[src/verilog/_unused_placeholder_check.sv]
// empty compilation unit kept intentionally minimal
`default_nettype none
`default_nettype wire

[src/verilog/mac_pkg.sv]
// constants shared by the multiply-accumulate datapath
// Function
// RULE1 - four-stage pipeline, 32x32 multiplier, four 48-bit accumulators
// RULE2 - first stage overlaps core's last operand stage
// RULE3 - accumulator copy after update waits three cycles
// RULE4 - load, copy, accumulate issue every cycle
// RULE5 - mode bits: 0 signed, 1/3 fractional, 2 unsigned
// RULE6 - fractional minus one is sign bit only
// RULE7 - negative is bit 47, zero when all clear
// RULE8 - sticky overflow on 40-bit product or accumulation
// RULE9 - overflow flag copies target's sticky bit
// RULE10 - saturating with sticky set leaves accumulator untouched
// RULE11 - word operands pick upper or lower halfword
// RULE12 - fractional word operand padded with sixteen zeros
// RULE13 - fractional product shifted left one bit
// RULE14 - integer product overflow saturates by sign, direction
// RULE15 - integer accumulation overflow saturates by result bit
// RULE16 - integer product sign-extended from bit 39
// RULE17 - scale factor: none, left, reserved, right
// RULE18 - right shift fill: zero or sign bit
// RULE19 - fractional mode ignores scale factor
// RULE20 - subtract variant subtracts, accumulate variant adds
// RULE21 - integer extension flag from bits 47:31
// RULE22 - fractional convergent rounding at bit 24
// RULE23 - minus one squared zero-fills top byte
// RULE24 - status: sticky 11:8, config 7:4, flags 3:0
`default_nettype none
package mac_pkg;
  // =====================================================================
  // register map (byte addresses)
  localparam logic [7:0]  STATUS_OFS   = 8'h00;
  localparam logic [7:0]  ACC_LO_OFS   = 8'h10;
  localparam logic [7:0]  ACC_HI_OFS   = 8'h20;
  localparam logic [11:0] STATUS_RESET = 12'h000;
  // =====================================================================
  // status field positions
  localparam int STICKY_LSB = 8;
  localparam int SAT_BIT    = 7;
  localparam int ROUND_BIT  = 4;
  localparam int FLAG_N     = 3;
  localparam int FLAG_Z     = 2;
  localparam int FLAG_V     = 1;
  localparam int FLAG_EV    = 0;
  // =====================================================================
  // operand modes and operations
  localparam logic [1:0] MODE_SINT = 2'h0;
  localparam logic [1:0] MODE_UINT = 2'h2;
  localparam logic [1:0] OP_MAC    = 2'h0;
  localparam logic [1:0] OP_MULTIPLY_SUBTRACT   = 2'h1;
  localparam logic [1:0] OP_LOAD   = 2'h2;
  localparam logic [1:0] OP_COPY   = 2'h3;
  localparam logic [1:0] SF_LEFT   = 2'h1;
  localparam logic [1:0] SF_RIGHT  = 2'h3;
  // =====================================================================
  // saturation values and special operands
  localparam logic [47:0] SINT_MAX   = 48'h0000_7fff_ffff;
  localparam logic [47:0] SINT_MIN   = 48'hffff_8000_0000;
  localparam logic [47:0] FRAC_MAX   = 48'h007f_ffff_ffff;
  localparam logic [47:0] FRAC_MIN   = 48'hff80_0000_0000;
  localparam logic [47:0] UINT_MAX   = 48'hffff_ffff_ffff;
  localparam logic [31:0] FRAC_M1    = 32'h8000_0000;
  localparam logic [23:0] ROUND_HALF = 24'h80_0000;
  localparam int          STALL_CYCLES = 3;
endpackage : mac_pkg
`default_nettype wire

[src/verilog/mac_unit.sv]
// four-stage multiply-accumulate unit with AHB-Lite register access
//
// Design decisions made here: the address map and the AHB-Lite register port.
`default_nettype none
module mac_unit
(
  // clock and reset
  input  wire logic                 hclk,
  input  wire logic                 hresetn,
  // AHB-Lite slave
  input  wire logic                 hsel,
  input  wire logic [31:0]          haddr,
  input  wire logic [1:0]           htrans,
  input  wire logic                 hwrite,
  input  wire logic [2:0]           hsize,
  input  wire logic [31:0]          hwdata,
  input  wire logic                 hready,
  output logic                      hreadyout,
  output logic                      hresp,
  output logic [31:0]               hrdata,
  // instruction issue from the core
  input  wire logic                 issue_valid,
  input  wire logic [1:0]           issue_op,
  input  wire logic                 issue_long,
  input  wire logic                 x_half_select,
  input  wire logic                 y_half_select,
  input  wire logic [1:0]           scale_factor,
  input  wire logic [1:0]           target_accumulator,
  input  wire logic [1:0]           source_accumulator,
  input  wire logic [31:0]          rx,
  input  wire logic [31:0]          ry,
  // accumulator copy into a core register
  input  wire logic                 acc_read_req,
  input  wire logic [1:0]           acc_read_sel,
  output logic                      acc_read_stall,
  output logic                      acc_read_valid,
  output logic [31:0]               acc_read_data
);
  import mac_pkg::*;

  // =====================================================================
  // architectural state
  logic [47:0] acc_q [4];                  // [RULE1]
  logic [3:0]  sticky_q;
  logic [3:0]  cfg_q;
  logic [3:0]  flags_q;

  function automatic logic is_frac(input logic [1:0] m);
    is_frac = m[0];                        // [RULE5]
  endfunction : is_frac

  // =====================================================================
  // stage 1: operand select, overlaps core's last operand stage
  logic [31:0] x1;
  logic [31:0] y1;
  logic [15:0] xh;
  logic [15:0] yh;
  logic [1:0]  mode1;
  assign mode1 = cfg_q[6-4:5-4];
  always_comb
  begin
    xh = x_half_select ? rx[31:16] : rx[15:0];  // [RULE11]
    yh = y_half_select ? ry[31:16] : ry[15:0];
    if (issue_long || issue_op == OP_LOAD)
    begin
      x1 = rx;
      y1 = ry;
    end
    else if (is_frac(mode1))
    begin
      x1 = {xh, 16'h0000};                 // [RULE12]
      y1 = {yh, 16'h0000};
    end
    else if (mode1 == MODE_UINT)
    begin
      x1 = {16'h0000, xh};
      y1 = {16'h0000, yh};
    end
    else
    begin
      x1 = {{16{xh[15]}}, xh};             // [RULE11]
      y1 = {{16{yh[15]}}, yh};
    end
  end

  // =====================================================================
  // pipeline valid, control and hazard tracking
  logic       v2_q, v3_q, v4_q;
  logic [1:0] op2_q, op3_q, op4_q;
  logic [1:0] a2_q, a3_q, a4_q;
  logic [1:0] src2_q, src3_q, src4_q;
  logic [1:0] m2_q, m3_q, m4_q;
  logic [1:0] sf2_q, sf3_q;
  logic       l2_q, l3_q, rnd2_q, rnd3_q;
  logic       issue_go;
  assign issue_go = issue_valid;           // never stalled [RULE4]

  // control moves one stage per cycle, no stalls [RULE1] [RULE2]
  always_ff @(posedge hclk or negedge hresetn)
  begin
    if (!hresetn)
    begin
      v2_q <= 1'b0; v3_q <= 1'b0; v4_q <= 1'b0;
      op2_q <= 2'h0; op3_q <= 2'h0; op4_q <= 2'h0;
      a2_q <= 2'h0; a3_q <= 2'h0; a4_q <= 2'h0;
      src2_q <= 2'h0; src3_q <= 2'h0; src4_q <= 2'h0;
      m2_q <= 2'h0; m3_q <= 2'h0; m4_q <= 2'h0;
      sf2_q <= 2'h0; sf3_q <= 2'h0;
      l2_q <= 1'b0; l3_q <= 1'b0; rnd2_q <= 1'b0; rnd3_q <= 1'b0;
    end
    else
    begin
      v2_q <= issue_go; v3_q <= v2_q; v4_q <= v3_q;
      op2_q <= issue_op; op3_q <= op2_q; op4_q <= op3_q;
      a2_q <= target_accumulator; a3_q <= a2_q; a4_q <= a3_q;
      src2_q <= source_accumulator; src3_q <= src2_q; src4_q <= src3_q;
      m2_q <= mode1; m3_q <= m2_q; m4_q <= m3_q;
      sf2_q <= scale_factor; sf3_q <= sf2_q;
      l2_q <= issue_long; l3_q <= l2_q;
      rnd2_q <= cfg_q[ROUND_BIT-4]; rnd3_q <= rnd2_q;
    end
  end

  // copy waits while an older write to that accumulator is in flight [RULE3]
  assign acc_read_stall = acc_read_req &&
    ((v2_q && a2_q == acc_read_sel) || (v3_q && a3_q == acc_read_sel) ||
     (v4_q && a4_q == acc_read_sel));

  // =====================================================================
  // stage 2: full 32x32 multiply
  logic [31:0] x2_q, y2_q;
  logic [63:0] prod3_q;
  logic [31:0] ld3_q;
  logic        m1sq3_q;
  logic [63:0] xe, ye;
  always_comb
  begin
    xe = {(m2_q == MODE_UINT) ? 32'h0 : {32{x2_q[31]}}, x2_q};
    ye = {(m2_q == MODE_UINT) ? 32'h0 : {32{y2_q[31]}}, y2_q};
  end

  // operand and product registers [RULE1]
  always_ff @(posedge hclk or negedge hresetn)
  begin
    if (!hresetn)
    begin
      x2_q <= 32'h0; y2_q <= 32'h0;
      prod3_q <= 64'h0; ld3_q <= 32'h0; m1sq3_q <= 1'b0;
    end
    else
    begin
      x2_q <= x1;
      y2_q <= y1;
      prod3_q <= xe * ye;
      ld3_q <= x2_q;
      m1sq3_q <= (x2_q == FRAC_M1) && (y2_q == FRAC_M1);  // [RULE6] [RULE23]
    end
  end

  // =====================================================================
  // stage 3: overflow check, extend, round, scale
  logic [63:0] pf;
  logic [47:0] p3;
  logic        povf3;
  logic [47:0] psat3;
  logic        fill3;
  always_comb
  begin
    pf = prod3_q << 1;                      // [RULE13]
    povf3 = 1'b0;
    psat3 = 48'h0;
    fill3 = 1'b0;
    if (op3_q == OP_LOAD)
      p3 = {{16{ld3_q[31]}}, ld3_q};
    else if (is_frac(m3_q))
    begin
      // convergent rounding of the shifted product [RULE22]
      if (rnd3_q && (pf[23:0] > ROUND_HALF ||
                     (pf[23:0] == ROUND_HALF && pf[24])))
        pf[63:24] = pf[63:24] + 40'h1;
      p3 = {m1sq3_q ? 8'h00 : {8{pf[63]}}, pf[63:24]};  // [RULE23]
      // no scaling in fractional mode [RULE19]
    end
    else
    begin
      if (m3_q == MODE_UINT)
      begin
        povf3 = prod3_q[63:40] != 24'h0;
        psat3 = (op3_q == OP_MULTIPLY_SUBTRACT) ? 48'h0 : UINT_MAX;
        p3 = {8'h00, prod3_q[39:0]};
      end
      else
      begin
        povf3 = (prod3_q[63:39] != 25'h0) && (prod3_q[63:39] != {25{1'b1}});  // [RULE14] [RULE8]
        if (op3_q == OP_MULTIPLY_SUBTRACT)
          psat3 = prod3_q[63] ? SINT_MAX : SINT_MIN;  // [RULE14]
        else
          psat3 = prod3_q[63] ? SINT_MIN : SINT_MAX;
        p3 = {{8{prod3_q[39]}}, prod3_q[39:0]};  // [RULE16]
        fill3 = prod3_q[39] && (prod3_q[39:0] != 40'h0) && !(l3_q && povf3);  // [RULE18]
      end
      // scale factor [RULE17]
      if (sf3_q == SF_LEFT)
        p3[40:0] = {p3[39:0], 1'b0};
      else if (sf3_q == SF_RIGHT)
        p3[39:0] = {fill3, p3[39:1]};      // [RULE18]
    end
  end

  logic [47:0] p4_q, psat4_q;
  logic        povf4_q;
  // scaled product register
  always_ff @(posedge hclk or negedge hresetn)
  begin
    if (!hresetn)
    begin
      p4_q <= 48'h0; psat4_q <= 48'h0; povf4_q <= 1'b0;
    end
    else
    begin
      p4_q <= p3;
      psat4_q <= psat3;
      povf4_q <= povf3;
    end
  end

  // =====================================================================
  // stage 4: combine with the accumulator
  logic [47:0] acc_old;
  logic [48:0] sum;
  logic [47:0] res;
  logic        aovf;
  logic        skip;
  logic        sat;
  logic        new_sticky;
  logic        wr_acc;
  logic [3:0]  flags_d;
  assign acc_old = acc_q[a4_q];
  assign sat = cfg_q[SAT_BIT-4];
  assign skip = sat && sticky_q[a4_q];     // [RULE10]
  assign wr_acc = v4_q && !(skip && (op4_q == OP_MAC || op4_q == OP_MULTIPLY_SUBTRACT));

  always_comb
  begin
    if (op4_q == OP_MULTIPLY_SUBTRACT)
      sum = {1'b0, acc_old} - {1'b0, p4_q};  // [RULE20]
    else
      sum = {1'b0, acc_old} + {1'b0, p4_q};
    if (m4_q == MODE_UINT)
      aovf = sum[48];
    else if (op4_q == OP_MULTIPLY_SUBTRACT)
      aovf = (acc_old[47] != p4_q[47]) && (sum[47] != acc_old[47]);
    else
      aovf = (acc_old[47] == p4_q[47]) && (sum[47] != acc_old[47]);
    res = sum[47:0];
    new_sticky = povf4_q || aovf;          // [RULE8]
    if (op4_q == OP_LOAD)
    begin
      res = p4_q;
      new_sticky = 1'b0;
    end
    else if (op4_q == OP_COPY)
    begin
      res = acc_q[src4_q];
      new_sticky = sticky_q[src4_q];
    end
    else if (sat && povf4_q)
      res = psat4_q;                       // [RULE14]
    else if (sat && aovf)
    begin
      if (m4_q == MODE_UINT)
        res = psat4_q;
      else if (is_frac(m4_q))
        res = sum[47] ? FRAC_MAX : FRAC_MIN;
      else
        res = sum[47] ? SINT_MAX : SINT_MIN;  // [RULE15]
    end
  end

  // condition flags from the final accumulator value
  logic [47:0] fin;
  logic        ev;
  always_comb
  begin
    fin = wr_acc ? res : acc_old;
    if (is_frac(m4_q))
      ev = !((fin[47:39] == 9'h0) || (fin[47:39] == 9'h1ff));
    else if (m4_q == MODE_UINT)
      ev = fin[47:32] != 16'h0;
    else
      ev = !((fin[47:31] == 17'h0) || (fin[47:31] == 17'h1ffff));  // [RULE21]
    flags_d[FLAG_N] = fin[47];             // [RULE7]
    flags_d[FLAG_Z] = fin == 48'h0;        // [RULE7]
    flags_d[FLAG_V] = wr_acc ? new_sticky : sticky_q[a4_q];  // [RULE9]
    flags_d[FLAG_EV] = ev;
  end

  // accumulator write at the end of the fourth stage [RULE1]
  always_ff @(posedge hclk or negedge hresetn)
  begin
    if (!hresetn)
      for (int i = 0; i < 4; i++)
        acc_q[i] <= 48'h0;
    else if (wr_acc)
      acc_q[a4_q] <= res;                  // [RULE10]
  end

  // =====================================================================
  // AHB-Lite slave, zero wait states, always OKAY
  logic       dph_wr_q;
  logic [7:0] dph_adr_q;
  logic       take;
  logic [31:0] rd_d;
  assign take = hsel && htrans[1] && hready;
  assign hreadyout = 1'b1;
  assign hresp = 1'b0;

  // read data decode, unmapped reads zero
  always_comb
  begin
    if (haddr[7:0] == STATUS_OFS)
      rd_d = {20'h0, sticky_q, cfg_q, flags_q};  // [RULE24]
    else if (haddr[7:4] == ACC_LO_OFS[7:4] && haddr[1:0] == 2'h0)
      rd_d = acc_q[haddr[3:2]][31:0];
    else if (haddr[7:4] == ACC_HI_OFS[7:4] && haddr[1:0] == 2'h0)
      rd_d = {16'h0, acc_q[haddr[3:2]][47:32]};
    else
      rd_d = 32'h0;
    if (haddr[31:8] != 24'h0)
      rd_d = 32'h0;
  end

  // address phase capture and read data register
  always_ff @(posedge hclk or negedge hresetn)
  begin
    if (!hresetn)
    begin
      dph_wr_q <= 1'b0;
      dph_adr_q <= 8'h0;
      hrdata <= 32'h0;
    end
    else
    begin
      dph_wr_q <= take && hwrite && haddr[31:8] == 24'h0 && hsize == 3'h2;
      dph_adr_q <= haddr[7:0];
      if (take && !hwrite)
        hrdata <= rd_d;
    end
  end

  logic sw_wr;
  assign sw_wr = dph_wr_q && dph_adr_q == STATUS_OFS;

  // status register: hardware update wins over a software write [RULE24]
  always_ff @(posedge hclk or negedge hresetn)
  begin
    if (!hresetn)
    begin
      sticky_q <= STATUS_RESET[11:8];
      cfg_q <= STATUS_RESET[7:4];
      flags_q <= STATUS_RESET[3:0];
    end
    else
    begin
      if (sw_wr)
      begin
        sticky_q <= hwdata[11:8];
        cfg_q <= hwdata[7:4];
        flags_q <= hwdata[3:0];
      end
      if (v4_q)
      begin
        if (wr_acc)
          sticky_q[a4_q] <= new_sticky;    // [RULE8] [RULE10]
        flags_q <= flags_d;                // [RULE9]
      end
    end
  end

  // copy of the accumulator into a core register
  always_ff @(posedge hclk or negedge hresetn)
  begin
    if (!hresetn)
    begin
      acc_read_valid <= 1'b0;
      acc_read_data <= 32'h0;
    end
    else
    begin
      acc_read_valid <= acc_read_req && !acc_read_stall;
      if (acc_read_req && !acc_read_stall)
        acc_read_data <= acc_q[acc_read_sel][31:0];
    end
  end

  logic [1:0] past_a4;
  logic       past_v4;
  logic       past_skip;
  logic [47:0] past_old;
  always_ff @(posedge hclk or negedge hresetn)
  begin
    if (!hresetn)
    begin
      past_a4 <= 2'h0; past_v4 <= 1'b0; past_skip <= 1'b0; past_old <= 48'h0;
    end
    else
    begin
      past_a4 <= a4_q; past_v4 <= v4_q;
      past_skip <= v4_q && skip && (op4_q == OP_MAC || op4_q == OP_MULTIPLY_SUBTRACT);
      past_old <= acc_old;
    end
  end
endmodule : mac_unit
`default_nettype wire

[config.mk]
export PLATFORM = sky130hd
export DESIGN_NAME = mac_unit
export DESIGN_NICKNAME = d
export VERILOG_FILES = /design/src/verilog/_unused_placeholder_check.sv /design/src/verilog/mac_pkg.sv /design/src/verilog/mac_unit.sv
export SDC_FILE = /design/constraint.sdc
export NUM_CORES = 2
export LEC_CHECK = 0
export BUFFER_PORTS_ARGS = -buffer_cell sky130_fd_sc_hd__buf_2
export CAP_MARGIN = 40
export CORE_MARGIN = 5
export CORE_UTILIZATION = 40
export CTS_CLUSTER_DIAMETER = 80
export DETAILED_ROUTE_END_ITERATION = 8
export MAX_ROUTING_LAYER = met4
export PLACE_DENSITY = 0.62
export SLEW_MARGIN = 40
export SYNTH_ARGS = -nofsm -noshare
export SYNTH_HDL_FRONTEND = slang
export SYNTH_SLANG_ARGS = --single-unit
[constraint.sdc]
create_clock -name hclk -period 14.9 [get_ports hclk]
set_clock_uncertainty 0.15 [all_clocks]
set_input_delay 0.745 -clock hclk [delete_from_list [all_inputs] [get_ports hclk]]
set_output_delay 0.745 -clock hclk [all_outputs]
set_load 0.01 [all_outputs]
==> metrics.csv <==
stage;metric;value;unit
outcome;status;complete, no violations;
worst_setup_path;RR Startpoint;x2_q[14]$_DFF_PN0_;
clock_network;clk sinks;519;
synthesis;mux contribution to synthesized area;0.06454;
synthesis;yosys warns;0;
synthesis;post-synthesis sequential area ratio;0.1677;
sta;RSZ-0062 raised after global routing;no;
sta;Period minus WS final;10.95;ns
worst_setup_path;R2R depth;32;
routing;TritonRoute pass-1 iters;6;
synthesis;XOR/XNOR share of the synthesized area;0.02794;
worst_setup_path;worst flop-to-flop path endpoint;prod3_q[58]$_DFF_PN0_;
clock_network;Clock Latency Late Sink;0.67;ns
global_route;GR Util met3;0.02910;
synthesis;post-synthesis async set-or-reset flop share;1.000;
worst_setup_path;R2R setup slack;3.95;ns
cells_and_area;Area Overhead vs Synth;7.466;%
global_route;met2 GRT Util;0.4197;
worst_setup_path;Worst Setup End Kind;register;
hold_path;Min-Delay Endpoint;sf2_q[0]$_DFF_PN0_;
sta;post-route setup slack;3.953;ns
clock_network;number of CTS-inserted buffers;59;
worst_setup_path;crit start category;register;
global_route;largest net degree at the start of global routing;162;
routing;final wirelength;245000;um
run;MaxCap Viol Count;0;
hold_path;Hold Path Stages;1;
sta;relative max-transition margin;0.3862;
clock_network;CTS tree;yes;
synthesis;Area contributors post-synth;fa_1, dfrtp_1, inv_1;
floorplan;num rows;161;
placed_design;port bufs;197;
floorplan;die area;202500;um^2
synthesis;Post-synth top cells;inv_1, fa_1, nand2_1, dfrtp_1, and2_1;
hold_path;HP Class;input pin to register;
worst_setup_path;WS Path Type;register to register;
cells_and_area;Fillers;18550;
synthesis;Seq cells post-synth;519;
routing;WL per Instance;23.22;um
sta;fmax;91.35;MHz
synthesis;Synth Area in Compound Gates;0.08549;
synthesis;area leader, netlist;fa_1;
sta;setup TNS;0;ns
sta;period utilization;0.7347;
placed_design;GP Congestion;0.9804;
global_route;GRT met1 Usage;0.3187;
global_route;GR Overflow Total;0;
synthesis;Synth top area share;0.3679;
synthesis;post-synthesis cell type count;88;
cells_and_area;footprint of the multi-input gates;57060;um^2
clock_network;H-tree Lvls;2;
global_route;first-pass GRT wire length;382600;um
synthesis;Cells after Synth;8029;
floorplan;core area;192600;um^2
synthesis;adder-cell share of the synthesized area;0.4256;
synthesis;Mapped Area;77420;um^2
worst_setup_path;crit-path max FO;22;
placed_design;DP HPWL;192100;um
worst_setup_path;Arr. time, crit path;11.30;ns
worst_setup_path;Critical Path Slowest Stage Cell;dfrtp_1;
cells_and_area;Register Area;13030;um^2
worst_setup_path;CP max stage delay;0.74;ns
sta;Final Hold Viols;0;
routing;Vias;57110;
synthesis;top-count cell post-synth;inv_1;
floorplan;Die Y;450.0;um
synthesis;EDFF count, synth;0;
cells_and_area;share of cells above drive strength 1;0.08852;
global_route;gr usage total;0.2519;
worst_setup_path;Worst Path Required;15.25;ns
global_route;vias in the first global route;62320;
floorplan;I/O Pins;221;
floorplan;die span in x;450.0;um
routing;Avg Vias per Cell;5.413;
sta;# setup viols final;0;
sta;Slew Limit Fails;0;
sta;Tightest Pin Transition;0.9206;ns
clock_network;Root Buffer;clkbuf_16;
synthesis;Synth Area per Inst;9.643;um^2
routing;Routed Antenna Nets;0;
floorplan;Initial Util;0.4020;
clock_network;Clock Pin Slew Worst Setup and Hold Paths;0.06;ns
synthesis;post-synth net total;9962;
routing;# DRC;0;
global_route;layer with the highest usage;met2;
global_route;initial antenna violation count;4;
synthesis;post-synthesis simple-gate area fraction;0.1319;
worst_setup_path;Most Frequent Cell on Critical Path;fa_1;
synthesis;largest family of logic cells by synthesized area;adder cells;
hold_path;hold wc startpoint;scale_factor[0];
clock_network;CTS Buffer Depth;3;
cells_and_area;Final nets;9904;
placed_design;Setup Slack @ Placement;4.060;ns
clock_network;postcts setup bufs;0;
routing;DR iter-0 viols;3940;
synthesis;Main synth FF type;dfrtp_1;
==> sequential cells by signal (all words and copies together) (netlist names), 4 cells and up <==
name,count
p4_q,42
x2_q,32
y2_q,32
acc_q,192
prod3_q,64
flags_q,4
ld3_q,32
dph_adr_q,8
sticky_q,4
hrdata,32
acc_read_data,32
cfg_q,4
==> cells by family after synthesis <==
| family | count (synthesis) |
|---|---|
| and+or+nand+nor | 2149 |
| buffers and inverters | 1984 |
| adders and majority gates | 1780 |
| AOI/OAI and AO/OA | 1067 |
| DFF | 519 |
| muxes | 281 |
| xor gates and xnor gates | 247 |
| other | 2 |
==> critical path, delay by kind of cell, from the launching register on <==
| family | cells | cell delay (ns) |
|---|---|---|
| AO/OA/AOI/OAI | 13 | 3.99 |
| buffers and inverters | 6 | 0.78 |
| flip-flops | 1 | 0.74 |
| adder cells (fa/ha/maj) | 11 | 4.80 |
| XOR/XNOR | 1 | 0.15 |
| AND/OR/NAND/NOR | 1 | 0.15 |
==> through the flow <==
| step | hold slack, ns | std cells | utilization | cell area [um^2] |
|---|---|---|---|---|
| after floorplan | 0.1812 | 8029 | - | 77420 |
| after global placement | 0.1838 | 10430 | 0.4201 | 80900 |
| after detailed placement | 0.1878 | 10430 | 0.4202 | 80930 |
| after CTS | 0.007577 | 10540 | 0.4313 | 83050 |
| after global routing | 0.02214 | 10550 | 0.4320 | 83200 |
| final | 0.04534 | 10550 | 0.4321 | 83200 |
==> what timing repair did <==
item | CTS | global route
hold buffers | 2 | 0
endpoints found under the setup margin | 0 | 0
endpoints found under the hold margin | 2 | 0
resized for setup | 0 | 0
==> worst max path at each step <==
stage                       startpoint               endpoint
finish              x2_q[14]$_DFF_PN0_  prod3_q[58]$_DFF_PN0_
global route        x2_q[14]$_DFF_PN0_  prod3_q[58]$_DFF_PN0_
CTS                 x2_q[14]$_DFF_PN0_  prod3_q[58]$_DFF_PN0_
detailed placement  x2_q[14]$_DFF_PN0_  prod3_q[58]$_DFF_PN0_
global placement    x2_q[14]$_DFF_PN0_  prod3_q[58]$_DFF_PN0_
floorplan            m2_q[1]$_DFF_PN0_  prod3_q[62]$_DFF_PN0_
==> metal layers <==
| metal | part of all wire | wire length (um) |
|---|---|---|
| met3 | 0.059 | 14380 |
| met5 | 0 | 0 |
| met4 | 0.046 | 11350 |
| met2 | 0.49 | 119100 |
| met1 | 0.41 | 100100 |
==> cells in the final DEF, fill, tap and decap left out, types with 48 or more instances in the layout <==
cell type and count:
nor4_1 63, a21o_1 66, a211oi_1 58, and2_1 499, xor2_1 67, clkbuf_16 60, dfrtp_1 498, buf_2 194
a21oi_1 230, nor2_1 198, and3_1 48, nand3_1 55, mux4_2 170, mux2i_1 65, ha_1 357, o21ai_0 396
fa_1 1422, inv_1 1545, nand2_1 1081, xnor2_1 179, buf_4 105
==> cell type report <==
type / count / share of cell area
well taps: 2526 / 0.03798
clock buffers: 76 / 0.01997
clock inverters: 35 / 0.005308
diodes: 2 / 0.00006015
inverters: 1547 / 0.06979
repair buffers: 318 / 0.02444
flip-flops and latches: 519 / 0.1566
multi-input cells: 5526 / 0.6858
Power is not shown: default switching activity piles up to over one toggle a cycle in this logic, so the estimate is an artifact.
